<file path="config.mk">
export PLATFORM = sky130hd
export DESIGN_NAME = egs_gear_top
export DESIGN_NICKNAME = d
export VERILOG_FILES = /design/src/hw/egs_pkg.sv /design/src/hw/egs_gear_top.sv /design/src/hw/egs_mul_div.sv /design/src/hw/egs_rate_mon.sv
export VERILOG_INCLUDE_DIRS = /design/src /design/src/hw
export SDC_FILE = /design/constraint.sdc
export NUM_CORES = 2
export LEC_CHECK = 0
export BUFFER_PORTS_ARGS = -buffer_cell sky130_fd_sc_hd__buf_2
export CORE_MARGIN = 1
export CORE_UTILIZATION = 55
export DETAILED_ROUTE_END_ITERATION = 6
export GPL_TIMING_DRIVEN = 0
export PLACE_DENSITY = 0.75
export SYNTH_ARGS = -nofsm -noshare
export SYNTH_HDL_FRONTEND = slang
export SYNTH_HIERARCHICAL = 1
export SYNTH_SLANG_ARGS = --single-unit
</file>
<file path="constraint.sdc">
create_clock -name clk_i -period 10.6 [get_ports clk_i]
set_input_delay 0 -clock clk_i [delete_from_list [all_inputs] [get_ports clk_i]]
set_output_delay 0 -clock clk_i [all_outputs]
set_load 0.02 [all_outputs]
</file>
<file path="src/hw/egs_consts.svh">
`ifndef EGS_CONSTS_SVH
`define EGS_CONSTS_SVH

// register byte offsets
`define EGS_OFF_NUM      8'h00
`define EGS_OFF_DEN      8'h04
`define EGS_OFF_UNIT     8'h08
`define EGS_OFF_FACTOR   8'h0C
`define EGS_OFF_CTRL     8'h10
`define EGS_OFF_SPD_LIM  8'h14
`define EGS_OFF_FRQ_LIM  8'h18
`define EGS_OFF_STATUS   8'h1C
`define EGS_OFF_MASK     8'h20
`define EGS_OFF_OD_SUB   8'h24
`define EGS_OFF_OD_DATA  8'h28

// reset values
`define EGS_RST_RATIO    32'h0000_0001
`define EGS_RST_UNIT     2'h3
`define EGS_RST_LIMIT    32'hFFFF_FFFF

// unit codes and conversion factors
`define EGS_UNIT_MM      2'h0
`define EGS_UNIT_INCH    2'h1
`define EGS_UNIT_DEG     2'h2
`define EGS_UNIT_PULSE   2'h3
`define EGS_ALPHA_MM     32'h0000_03E8
`define EGS_ALPHA_INCH   32'h0000_2710
`define EGS_ALPHA_ONE    32'h0000_0001

// status bit positions
`define EGS_ST_OVERSPD   0
`define EGS_ST_CMDFRQ    1
`define EGS_ST_BADSET    2
`define EGS_ST_OVF       3
`define EGS_ST_W         4

// object dictionary subindices
`define EGS_SUB_COUNT    8'h00
`define EGS_SUB_NUM      8'h01
`define EGS_SUB_DEN      8'h02

// rate supervision window
`define EGS_WIN_NS       1000000
`define EGS_CLK_NS       25
`define EGS_WIN_CYCLES   (`EGS_WIN_NS / `EGS_CLK_NS)

`endif

</file>
<file path="src/hw/egs_pkg.sv">
`default_nettype none
package egs_pkg;
   typedef enum logic [2:0] {
      ST_IDLE = 3'b001,
      ST_CMD  = 3'b010,
      ST_FB   = 3'b100
   } egs_state_type;
endpackage
`default_nettype wire

</file>
<file path="src/hw/egs_gear_top.sv">
// Implementation choices: the register addresses and the Wishbone interface to the registers.
`include "egs_consts.svh"
`default_nettype none
// Function
// (RULE1) command delta times numerator over denominator
// (RULE2) feedback scaled by denominator over numerator
// (RULE3) two settable ratio terms, both reset one
// (RULE4) degree unit: teeth counts in ratio
// (RULE5) unit factor 1000 mm, 10000 inch, 1
// (RULE6) host reduces and rounds values before writing
// (RULE7) dictionary subindex 1 and 2 mirror ratio
// (RULE8) alarm when scaled command rate exceeds limit
// (RULE9) ratio changed only while servo off
// (RULE10) numerator above 2147483647 rejected
module egs_gear_top #(
   parameter int unsigned WIN_CYCLES = `EGS_WIN_CYCLES
) (
   // clock and reset
   input  wire logic               clk_i,
   input  wire logic               rst_i,
   // wishbone slave
   input  wire logic               wb_cyc_i,
   input  wire logic               wb_stb_i,
   input  wire logic               wb_we_i,
   input  wire logic         [7:0] wb_adr_i,
   input  wire logic         [3:0] wb_sel_i,
   input  wire logic        [31:0] wb_dat_i,
   output logic             [31:0] wb_dat_o,
   output logic                    wb_ack_o,
   // position command from controller
   input  wire logic               cmd_valid_i,
   input  wire logic signed [31:0] cmd_delta_i,
   output logic                    cmd_ready_o,
   // scaled motor target
   output logic                    pos_valid_o,
   output logic signed [31:0]      pos_delta_o,
   // motor feedback in, command-unit feedback out
   input  wire logic               fb_valid_i,
   input  wire logic signed [31:0] fb_delta_i,
   output logic                    fb_ready_o,
   output logic                    fb_cmd_valid_o,
   output logic signed [31:0]      fb_cmd_delta_o,
   // alarms and status
   output logic                    overspeed_alarm_o,
   output logic                    command_frequency_alarm_o,
   output logic                    irq_o,
   output egs_pkg::egs_state_type  engine_state_o
);
   import egs_pkg::*;

   localparam int unsigned SW = `EGS_ST_W;

   // register state
   logic        [31:0] num_q, num_d, den_q, den_d;
   logic         [1:0] unit_q, unit_d;
   logic               servo_on_q, servo_on_d;
   logic        [31:0] spd_lim_q, spd_lim_d, frq_lim_q, frq_lim_d;
   logic      [SW-1:0] status_q, status_d, mask_q, mask_d;
   logic         [7:0] od_sub_q, od_sub_d;
   logic        [31:0] rdata_d, factor, wval, old_val;
   logic               ack_d, irq_d, wr_take, wr_num, wr_den;
   logic               bad_set;
   logic      [SW-1:0] ev_set, w1c;

   // engine state
   egs_state_type      state_q, state_d;
   logic               cpend_q, cpend_d, fpend_q, fpend_d;
   logic signed [31:0] cdat_q, cdat_d, fdat_q, fdat_d;
   logic signed [31:0] crem_q, crem_d, frem_q, frem_d;
   logic signed [31:0] pos_d, fbc_d;
   logic               pos_v_d, fbc_v_d, ovf_ev;
   logic               md_start;
   logic signed [31:0] md_a, md_rem;
   logic        [30:0] md_b, md_div;
   logic               md_done;
   logic signed [63:0] md_quot;
   logic signed [31:0] md_rem_out;
   logic signed [31:0] sat_quot;

   // window tick
   logic        [31:0] win_cnt_q, win_cnt_d;
   logic               tick_q, tick_d;
   logic               spd_trip, frq_trip;

   function automatic logic [31:0] mag32(input logic signed [31:0] v);
      mag32 = v[31] ? 32'(-v) : 32'(v);
   endfunction

   function automatic logic [31:0] merge(input logic [31:0] o,
                                         input logic [31:0] n,
                                         input logic [3:0]  s);
      logic [31:0] r;
      r = o;
      for (int i = 0; i < 4; i++) begin
         if (s[i]) begin
            r[8*i +: 8] = n[8*i +: 8];
         end
      end
      merge = r;
   endfunction

   // conversion factor per unit; degree mode takes teeth counts as is
   always_comb begin
      unique case (unit_q)
         `EGS_UNIT_MM:   factor = `EGS_ALPHA_MM;   // RULE5
         `EGS_UNIT_INCH: factor = `EGS_ALPHA_INCH; // RULE5
         `EGS_UNIT_DEG:  factor = `EGS_ALPHA_ONE;  // RULE4
         `EGS_UNIT_PULSE: factor = `EGS_ALPHA_ONE; // RULE5
      endcase
   end

   // ---------------- register file ----------------
   always_comb begin
      // write lands on the edge where the master sees ack
      wr_take = wb_cyc_i && wb_stb_i && wb_we_i && wb_ack_o;
      ack_d   = wb_cyc_i && wb_stb_i && !wb_ack_o;
      wr_num  = (wb_adr_i == `EGS_OFF_NUM) ||
                (wb_adr_i == `EGS_OFF_OD_DATA &&
                 od_sub_q == `EGS_SUB_NUM);                 // RULE7
      wr_den  = (wb_adr_i == `EGS_OFF_DEN) ||
                (wb_adr_i == `EGS_OFF_OD_DATA &&
                 od_sub_q == `EGS_SUB_DEN);                 // RULE7
      old_val = wr_num ? num_q : den_q;
      wval    = merge(old_val, wb_dat_i, wb_sel_i);

      num_d      = num_q;
      den_d      = den_q;
      unit_d     = unit_q;
      servo_on_d = servo_on_q;
      spd_lim_d  = spd_lim_q;
      frq_lim_d  = frq_lim_q;
      mask_d     = mask_q;
      od_sub_d   = od_sub_q;
      w1c        = '0;
      bad_set    = 1'b0;

      if (wr_take) begin
         if (wr_num || wr_den) begin
            // zero would divide by zero; bit 31 is out of range
            if (wval == 32'h0000_0000 || wval[31]) begin
               bad_set = 1'b1;                              // RULE10
            end else if (servo_on_q) begin
               // a half-written ratio would jerk a running axis
               bad_set = 1'b1;                              // RULE9
            end else if (wr_num) begin
               num_d = wval;                                // RULE3
            end else begin
               den_d = wval;                                // RULE3
            end
         end
         unique case (wb_adr_i)
            `EGS_OFF_UNIT: begin
               if (wb_sel_i[0]) begin
                  unit_d = wb_dat_i[1:0];
               end
            end
            `EGS_OFF_CTRL: begin
               if (wb_sel_i[0]) begin
                  servo_on_d = wb_dat_i[0];
               end
            end
            `EGS_OFF_SPD_LIM: spd_lim_d = merge(spd_lim_q, wb_dat_i,
                                                wb_sel_i);
            `EGS_OFF_FRQ_LIM: frq_lim_d = merge(frq_lim_q, wb_dat_i,
                                                wb_sel_i);
            `EGS_OFF_STATUS: begin
               if (wb_sel_i[0]) begin
                  w1c = wb_dat_i[SW-1:0];
               end
            end
            `EGS_OFF_MASK: begin
               if (wb_sel_i[0]) begin
                  mask_d = wb_dat_i[SW-1:0];
               end
            end
            `EGS_OFF_OD_SUB: begin
               if (wb_sel_i[0]) begin
                  od_sub_d = wb_dat_i[7:0];
               end
            end
            default: ;
         endcase
      end

      ev_set = '0;
      ev_set[`EGS_ST_OVERSPD] = spd_trip;                   // RULE8
      ev_set[`EGS_ST_CMDFRQ]  = frq_trip;                   // RULE8
      ev_set[`EGS_ST_BADSET]  = bad_set;
      ev_set[`EGS_ST_OVF]     = ovf_ev;
      // a new event beats a clear in the same cycle
      status_d = (status_q & ~w1c) | ev_set;
      irq_d    = |(status_d & mask_d);

      rdata_d = 32'h0000_0000;
      unique case (wb_adr_i)
         `EGS_OFF_NUM:     rdata_d = num_q;
         `EGS_OFF_DEN:     rdata_d = den_q;
         `EGS_OFF_UNIT:    rdata_d = {30'h0000_0000, unit_q};
         `EGS_OFF_FACTOR:  rdata_d = factor;                 // RULE5
         `EGS_OFF_CTRL:    rdata_d = {31'h0000_0000, servo_on_q};
         `EGS_OFF_SPD_LIM: rdata_d = spd_lim_q;
         `EGS_OFF_FRQ_LIM: rdata_d = frq_lim_q;
         `EGS_OFF_STATUS:  rdata_d = 32'(status_q);
         `EGS_OFF_MASK:    rdata_d = 32'(mask_q);
         `EGS_OFF_OD_SUB:  rdata_d = {24'h00_0000, od_sub_q};
         `EGS_OFF_OD_DATA: begin
            unique case (od_sub_q)
               `EGS_SUB_COUNT: rdata_d = 32'h0000_0002;
               `EGS_SUB_NUM:   rdata_d = num_q;              // RULE7
               `EGS_SUB_DEN:   rdata_d = den_q;              // RULE7
               default:        rdata_d = 32'h0000_0000;
            endcase
         end
         default: rdata_d = 32'h0000_0000;
      endcase
   end

   always_ff @(posedge clk_i) begin
      if (rst_i) begin
         num_q      <= `EGS_RST_RATIO;                      // RULE3
         den_q      <= `EGS_RST_RATIO;                      // RULE3
         unit_q     <= `EGS_RST_UNIT;
         servo_on_q <= 1'b0;
         spd_lim_q  <= `EGS_RST_LIMIT;
         frq_lim_q  <= `EGS_RST_LIMIT;
         status_q   <= '0;
         mask_q     <= '0;
         od_sub_q   <= 8'h00;
         wb_ack_o   <= 1'b0;
         wb_dat_o   <= 32'h0000_0000;
         irq_o      <= 1'b0;
      end else begin
         num_q      <= num_d;
         den_q      <= den_d;
         unit_q     <= unit_d;
         servo_on_q <= servo_on_d;
         spd_lim_q  <= spd_lim_d;
         frq_lim_q  <= frq_lim_d;
         status_q   <= status_d;
         mask_q     <= mask_d;
         od_sub_q   <= od_sub_d;
         wb_ack_o   <= ack_d;
         wb_dat_o   <= rdata_d;
         irq_o      <= irq_d;
      end
   end

   // ---------------- scaling engine ----------------
   // one shared divider; commands take priority over feedback
   always_comb begin
      sat_quot = md_quot[31:0];
      ovf_ev   = 1'b0;
      if (md_done && (md_quot > 64'sh0000_0000_7FFF_FFFF ||
                      md_quot < -64'sh0000_0000_8000_0000)) begin
         sat_quot = md_quot[63] ? 32'sh8000_0000 : 32'sh7FFF_FFFF;
         ovf_ev   = 1'b1;
      end

      state_d  = state_q;
      cpend_d  = cpend_q;
      fpend_d  = fpend_q;
      cdat_d   = cdat_q;
      fdat_d   = fdat_q;
      crem_d   = crem_q;
      frem_d   = frem_q;
      pos_d    = pos_delta_o;
      fbc_d    = fb_cmd_delta_o;
      pos_v_d  = 1'b0;
      fbc_v_d  = 1'b0;
      md_start = 1'b0;
      md_a     = cdat_q;
      md_b     = num_q[30:0];
      md_div   = den_q[30:0];
      md_rem   = crem_q;

      if (cmd_valid_i && cmd_ready_o) begin
         cpend_d = 1'b1;
         cdat_d  = cmd_delta_i;
      end
      if (fb_valid_i && fb_ready_o) begin
         fpend_d = 1'b1;
         fdat_d  = fb_delta_i;
      end

      unique case (state_q)
         ST_IDLE: begin
            if (cpend_q) begin
               md_start = 1'b1;                             // RULE1
               state_d  = ST_CMD;
            end else if (fpend_q) begin
               md_a     = fdat_q;
               md_b     = den_q[30:0];                      // RULE2
               md_div   = num_q[30:0];                      // RULE2
               md_rem   = frem_q;
               md_start = 1'b1;
               state_d  = ST_FB;
            end
         end
         ST_CMD: begin
            if (md_done) begin
               pos_d   = sat_quot;                          // RULE1
               pos_v_d = 1'b1;
               crem_d  = md_rem_out;
               cpend_d = 1'b0;
               state_d = ST_IDLE;
            end
         end
         ST_FB: begin
            if (md_done) begin
               fbc_d   = sat_quot;                          // RULE2
               fbc_v_d = 1'b1;
               frem_d  = md_rem_out;
               fpend_d = 1'b0;
               state_d = ST_IDLE;
            end
         end
      endcase

      // stale remainders would exceed a new, smaller divisor
      if (num_d != num_q || den_d != den_q) begin
         crem_d = 32'sh0000_0000;
         frem_d = 32'sh0000_0000;
      end
   end

   always_ff @(posedge clk_i) begin
      if (rst_i) begin
         state_q        <= ST_IDLE;
         cpend_q        <= 1'b0;
         fpend_q        <= 1'b0;
         cdat_q         <= 32'sh0000_0000;
         fdat_q         <= 32'sh0000_0000;
         crem_q         <= 32'sh0000_0000;
         frem_q         <= 32'sh0000_0000;
         pos_delta_o    <= 32'sh0000_0000;
         pos_valid_o    <= 1'b0;
         fb_cmd_delta_o <= 32'sh0000_0000;
         fb_cmd_valid_o <= 1'b0;
         cmd_ready_o    <= 1'b0;
         fb_ready_o     <= 1'b0;
         engine_state_o <= ST_IDLE;
      end else begin
         state_q        <= state_d;
         cpend_q        <= cpend_d;
         fpend_q        <= fpend_d;
         cdat_q         <= cdat_d;
         fdat_q         <= fdat_d;
         crem_q         <= crem_d;
         frem_q         <= frem_d;
         pos_delta_o    <= pos_d;
         pos_valid_o    <= pos_v_d;
         fb_cmd_delta_o <= fbc_d;
         fb_cmd_valid_o <= fbc_v_d;
         cmd_ready_o    <= !cpend_d;
         fb_ready_o     <= !fpend_d;
         engine_state_o <= state_d;
      end
   end

   egs_mul_div u_mul_div (
      .clk_i     (clk_i),
      .rst_i     (rst_i),
      .start_i   (md_start),
      .mult_a_i  (md_a),
      .mult_b_i  (md_b),
      .divisor_i (md_div),
      .rem_i     (md_rem),
      .done_o    (md_done),
      .quot_o    (md_quot),
      .rem_o     (md_rem_out)
   );

   // ---------------- rate supervision ----------------
   always_comb begin
      win_cnt_d = win_cnt_q + 32'h0000_0001;
      tick_d    = 1'b0;
      if (win_cnt_q == 32'(WIN_CYCLES - 1)) begin
         win_cnt_d = 32'h0000_0000;
         tick_d    = 1'b1;
      end
   end

   always_ff @(posedge clk_i) begin
      if (rst_i) begin
         win_cnt_q                 <= 32'h0000_0000;
         tick_q                    <= 1'b0;
         overspeed_alarm_o         <= 1'b0;
         command_frequency_alarm_o <= 1'b0;
      end else begin
         win_cnt_q                 <= win_cnt_d;
         tick_q                    <= tick_d;
         overspeed_alarm_o         <= status_d[`EGS_ST_OVERSPD];
         command_frequency_alarm_o <= status_d[`EGS_ST_CMDFRQ];
      end
   end

   // motor-side pulses after the ratio: overspeed
   egs_rate_mon u_spd_mon (
      .clk_i   (clk_i),
      .rst_i   (rst_i),
      .valid_i (pos_valid_o),
      .mag_i   (mag32(pos_delta_o)),
      .tick_i  (tick_q),
      .limit_i (spd_lim_q),
      .trip_o  (spd_trip)
   );

   // controller-side command pulses: command frequency
   egs_rate_mon u_frq_mon (
      .clk_i   (clk_i),
      .rst_i   (rst_i),
      .valid_i (cmd_valid_i && cmd_ready_o),
      .mag_i   (mag32(cmd_delta_i)),
      .tick_i  (tick_q),
      .limit_i (frq_lim_q),
      .trip_o  (frq_trip)
   );
endmodule
`default_nettype wire

</file>
<file path="src/hw/egs_mul_div.sv">
`default_nettype none
// computes (a * b + rem) / d, truncated toward zero, bit serial
module egs_mul_div (
   // clock and reset
   input  wire logic               clk_i,
   input  wire logic               rst_i,
   // request
   input  wire logic               start_i,
   input  wire logic signed [31:0] mult_a_i,
   input  wire logic        [30:0] mult_b_i,
   input  wire logic        [30:0] divisor_i,
   input  wire logic signed [31:0] rem_i,
   // result
   output logic                    done_o,
   output logic signed [63:0]      quot_o,
   output logic signed [31:0]      rem_o
);
   logic        [63:0] dvd_q, dvd_d;
   logic        [32:0] acc_q, acc_d;
   logic        [30:0] dsr_q, dsr_d;
   logic         [6:0] cnt_q, cnt_d;
   logic               neg_q, neg_d, run_q, run_d, done_d;
   logic signed [63:0] prod;
   logic        [32:0] trial;

   always_comb begin
      prod   = mult_a_i * $signed({33'h0_0000_0000, mult_b_i})
               + 64'(rem_i);
      trial  = {acc_q[31:0], dvd_q[63]};
      dvd_d  = dvd_q;
      acc_d  = acc_q;
      dsr_d  = dsr_q;
      cnt_d  = cnt_q;
      neg_d  = neg_q;
      run_d  = run_q;
      done_d = 1'b0;
      if (start_i && !run_q) begin
         neg_d = prod[63];
         dvd_d = prod[63] ? 64'(-prod) : 64'(prod);
         acc_d = 33'h0_0000_0000;
         dsr_d = divisor_i;
         cnt_d = 7'h00;
         run_d = 1'b1;
      end else if (run_q) begin
         dvd_d = {dvd_q[62:0], 1'b0};
         if (trial >= {2'b00, dsr_q}) begin
            acc_d    = trial - {2'b00, dsr_q};
            dvd_d[0] = 1'b1;
         end else begin
            acc_d = trial;
         end
         cnt_d = cnt_q + 7'h01;
         if (cnt_q == 7'h3F) begin
            run_d  = 1'b0;
            done_d = 1'b1;
         end
      end
   end

   always_ff @(posedge clk_i) begin
      if (rst_i) begin
         dvd_q  <= 64'h0000_0000_0000_0000;
         acc_q  <= 33'h0_0000_0000;
         dsr_q  <= 31'h0000_0001;
         cnt_q  <= 7'h00;
         neg_q  <= 1'b0;
         run_q  <= 1'b0;
         done_o <= 1'b0;
      end else begin
         dvd_q  <= dvd_d;
         acc_q  <= acc_d;
         dsr_q  <= dsr_d;
         cnt_q  <= cnt_d;
         neg_q  <= neg_d;
         run_q  <= run_d;
         done_o <= done_d;
      end
   end

   assign quot_o = neg_q ? -$signed(dvd_q) : $signed(dvd_q);
   assign rem_o  = neg_q ? -$signed(acc_q[31:0]) : $signed(acc_q[31:0]);
endmodule
`default_nettype wire

</file>
<file path="src/hw/egs_rate_mon.sv">
`default_nettype none
// sums magnitudes over one window, trips when the sum passes the limit
module egs_rate_mon (
   // clock and reset
   input  wire logic        clk_i,
   input  wire logic        rst_i,
   // sample stream
   input  wire logic        valid_i,
   input  wire logic [31:0] mag_i,
   input  wire logic        tick_i,
   input  wire logic [31:0] limit_i,
   // alarm event
   output logic             trip_o
);
   logic [32:0] sum_q, sum_d, add;
   logic        trip_d;

   always_comb begin
      add    = {1'b0, sum_q[31:0]} + {1'b0, (valid_i ? mag_i : 32'h0)};
      // saturate so a long burst cannot wrap back under the limit
      sum_d  = add[32] ? 33'h0_FFFF_FFFF : add;
      trip_d = 1'b0;
      if (sum_d[31:0] > limit_i) begin
         trip_d = 1'b1;
      end
      if (tick_i) begin
         sum_d = 33'h0_0000_0000;
      end
   end

   always_ff @(posedge clk_i) begin
      if (rst_i) begin
         sum_q  <= 33'h0_0000_0000;
         trip_o <= 1'b0;
      end else begin
         sum_q  <= sum_d;
         trip_o <= trip_d;
      end
   end
endmodule
`default_nettype wire

</file>
==> impl.org <==
** Worst hold path
- Along the worst hold path, the cell count comes to 5.
- The worst hold path begins at fb_valid_i.
- Hold endpoint :: fdat_q[9]
- The tightest min-delay check is of the in2reg type.

** Drt
- Using the TritonRoute via totals, the vias-per-cell ratio works out to 6.221.
- Number of antenna-violating nets in the routed design :: 0
- Number of iterations in the first detailed-routing pass :: 7
- The detailed router finished its first iteration with 8,287 violations.
- Vias post-DR :: 71,413
- Residual DRC count :: 6
- Routed length per placed instance :: 28.11 um
- Summed over all layers, the routed wires come to 322,700 um.

** Logic synthesis
- Mux cell area share after synthesis :: 0.03672
- Average instance area after synthesis :: 8.528 um^2
- Xor and xnor area share after synthesis :: 0.04020
- Share of flip-flops with an asynchronous set or reset :: 0
- The share of the Yosys chip area taken by registers is 0.1600.
- Of the total synthesized cell area, the portion taken by full adders, half adders and majority gates is 0.3380.
- sky130_fd_sc_hd__fa_1 takes more of the synthesized area than any other cell.
- Area share of the largest cell type after synthesis :: 0.2806
- Synth unique cells :: 120
- The synthesized netlist occupies a cell area of 77,350 um^2.
- Combinational family with the most area after synthesis :: adder cells
- Largest cells by area after synthesis :: sky130_fd_sc_hd__fa_1 28%, sky130_fd_sc_hd__dfxtp_1 16%, sky130_fd_sc_hd__and2_1 6.5%
- Most frequently used flop master after synthesis :: sky130_fd_sc_hd__dfxtp_1
- Synth Area in Simple Gates :: 0.2050
- Net count after synthesis :: 10,624
- Total of warnings raised by yosys :: 6
- Synthesis produced a netlist whose cell count is 9,070.
- Number of flops mapped to enable cells by yosys :: 0
- Synthesis-stage register bit count :: 618
- Fraction of the mapped netlist area in compound gates :: 0.1311

** Timing
- Final setup violation count :: 0
- Fraction of the cycle the final worst path needs :: 0.9951
- For this run, the top clock speed supported by timing is 94.80 MHz.
- The clock arrives with 0.04527 ns of skew.
- Max-slew violation count :: 8
- Final Worst Setup Slack :: 0.05202 ns
- Setup repair after global routing missed its margin :: true
- Hold violation count in the final report :: 0
- Setup total negative slack on the finished layout was measured at 0 ns.
- Final critical path time including I/O delays and setup :: 10.55 ns
- For the pin with the worst max-slew slack, the measured transition is 1.542 ns.
- Relative slew slack :: -0.03207

** Floorplan
- The die covers 142,100 um^2.
- For this design the top-level I/O count stands at 222.
- From bottom edge to top edge, the die measures 377.0 um.
- Placeable core region :: 139,500 um^2
- The floorplan has 137 rows.
- In this run the horizontal extent of the chip is 377.0 um.
- The initial utilization of the core area, before any placement, comes to 0.5543.

** GRT
- Global routing finished with a remaining overflow of 0.
- The first global-routing pass estimated 466,900 um of wire.
- The via count of the first global-routing pass is 70,167.
- Global router's overall resource usage :: 0.4499
- The initial antenna violation count is 20.
- Largest net degree at the start of global routing :: 23

** Clocking
- TritonCTS built the clock tree.
- The H-tree was split into 3 levels.
- The tree is rooted in a sky130_fd_sc_hd__clkbuf_16.
- Number of clock sinks :: 618
- Clk Latency, worst-skew pair :: 0.68 ns
- Number of buffers on the longest clock path :: 3
- Clock-pin slew was measured on the worst setup and hold paths at 0.07 ns.
- Number of buffers added by the clock tree synthesis step :: 71

** Status
- Failing checks :: design-rule violations, max-capacitance violations, max-slew violations
- Status :: complete, but fails checks

** Setup path
- Broken down by cell family, the worst path's largest delay share belongs to adder cells.
- CP Class :: reg2reg
- End of the worst register-to-register path :: u_mul_div/dvd_q[58]
- Critical path fanouts, max :: 10
- Cell seen most often among critical-path stages :: sky130_fd_sc_hd__fa_1
- Register-to-register setup slack :: 0.05 ns
- Sum of buffers and inverters on the critical path :: 12
- Reg2reg path depth :: 37
- Origin of the critical flop-to-flop path :: state_q[1]
- STA puts the critical path data required time at 11.12 ns.
- CP Data Arrival Time :: 11.07 ns
- STA classifies the critical path startpoint as a register.
- The worst setup path is captured at a register.
- On the worst path, the slowest cell contributes a delay of 0.69 ns.
- The slowest stage of the critical path belongs to the cell sky130_fd_sc_hd__fa_2.

** Finish
- After filler insertion, the fill cell instance count of the layout stands at 12,385.
- The area growth from synthesis to layout is 12.12%.
- In the final design database the tool counted 11,083 nets.
- Utilization of the core after routing :: 0.6215
- Share of cells above drive strength 1 :: 0.1119

** Placed design
- Timing analysis after detailed placement gives a worst setup slack of -3.797 ns.
- Count of port buffers added during placement :: 215
- Detailed placement finished with a half-perimeter wire length of 261,600 um.
- The congestion estimate from routability-driven global placement came to 1.081.

** Power
- Peak supply drop :: 0.1372 mV
- Total leakage power :: 0.04083 uW
- Power consumption :: 7235 uW
- Power per cell area :: 83.43 nW/um^2

** Run
- The tool flagged a number of max-cap violations equal to 1.
synthesized netlist by cell type, drive strengths merged (159+ instances only):
master,count
a21oi,460
and2,808
clkbuf,459
dfxtp,618
fa,1084
ha,355
inv,1253
mux2i,169
nand2,1093
nand3,159
nor2,360
o21ai,271
xnor2,266
cells by family after synthesis:
group,after synthesis
AND/OR/NAND/NOR,3081
buffers and inverters,1789
AO/OA/AOI/OAI,1517
adder cells (fa/ha/maj),1439
flip-flops,618
XOR/XNOR,355
multiplexers,271
repair_timing:
item / 4_1_cts / 5_1_grt
hold buffers: 113 / 0
buffers inserted: 25 / 37
pin swaps: 17 / 56
setup endpoints to repair: 64 / 63
endpoints found under the hold margin: 165 / 0
gates resized for setup: 377 / 316
routing by layer:
layer / up-vias / track usage / wire length (um)
li1: 30462 / - / -
met1: 35558 / 0.5772 / 123500
met2: 4338 / 0.6764 / 138800
met3: 1051 / 0.1062 / 34150
met4: 4 / 0.2987 / 26310
met5: - / 0 / 27
worst max-delay path by stage:
stage / cells past startpoint / start / slack [ns] / end
6_report: 37 / state_q[1] / 0.05 / u_mul_div/dvd_q[58]
3_5_place_dp: 33 / state_q[2] / -3.80 / u_mul_div/dvd_q[14]
5_1_grt: 34 / state_q[1] / -0.1 / u_mul_div/dvd_q[62]
2_1_floorplan: 34 / state_q[2] / 0.33 / u_mul_div/dvd_q[58]
3_3_place_gp: 34 / state_q[2] / -4.48 / u_mul_div/dvd_q[14]
4_1_cts: 38 / state_q[1] / 0.02 / u_mul_div/dvd_q[50]
layout by cell type, fill, tap and decap left out, drive strengths merged, types with 97 or more instances in the layout:
master	instances
a211oi	140
fa	1084
nor3	153
clkbuf	471
dfxtp	618
nand3	159
nand2b	101
dlygate4sd3	113
mux2i	169
buf	427
nand2	1093
o21ai	271
a21o	97
mux2	102
nor2	360
xnor2	266
ha	355
inv	1252
and2	808
a21oi	460
flip-flops by register name, indices dropped and copies added (netlist names), 31 cells and up:
| name | flops |
|---|---|
| spd_lim_q | 32 |
| u_mul_div/acc_q | 32 |
| pos_delta_o | 32 |
| win_cnt_q | 32 |
| den_q | 32 |
| u_frq_mon/sum_q | 32 |
| wb_dat_o | 32 |
| fb_cmd_delta_o | 32 |
| u_spd_mon/sum_q | 32 |
| frem_q | 32 |
| frq_lim_q | 32 |
| crem_q | 32 |
| u_mul_div/dsr_q | 31 |
| num_q | 32 |
| u_mul_div/dvd_q | 64 |
| fdat_q | 32 |
| cdat_q | 32 |
worst min-delay path, delay by kind of cell:
| kind | cells | cell delay, ns |
|---|---|---|
| buffers and inverters | 2 | 0.37 |
| AOI/OAI and AO/OA | 1 | 0.05 |
| and+or+nand+nor | 2 | 0.28 |
layout make-up:
| type | count | area (um^2) | share of cell area |
|---|---|---|---|
| clock buffers | 91 | 1933 | 0.02229 |
| well taps | 1876 | 2347 | 0.02707 |
| repair buffers | 400 | 2872 | 0.03311 |
| clock inverters | 37 | 461.7 | 0.005324 |
| multi-input cells | 6663 | 59160 | 0.6821 |
| inverters | 1255 | 4726 | 0.05449 |
| diodes | 20 | 50.05 | 0.0005771 |
| flip-flops and latches | 618 | 12380 | 0.1428 |
| plain buffers | 520 | 2795 | 0.03223 |
report_power, final:
part / switching [uW] / total [uW] / internal, uW
Combinational: 1400 / 2160 / 754
Sequential: 99.5 / 2490 / 2390
Clock: 1110 / 2590 / 1480
Total: 2610 / 7230 / 4620
per-stage QoR:
step | instance area, um^2 | std cells | hold WS (ns)
2_1_floorplan | 77350 | 9070 | 0.07276
3_3_place_gp | 80770 | 11161 | 0.2352
3_5_place_dp | 80880 | 11171 | 0.2480
4_1_cts | 85550 | 11427 | 0.007051
5_1_grt | 86670 | 11461 | 0.1085
6_report | 86720 | 11480 | 0.09116
Note: power is estimated with default switching activity, not from simulation.
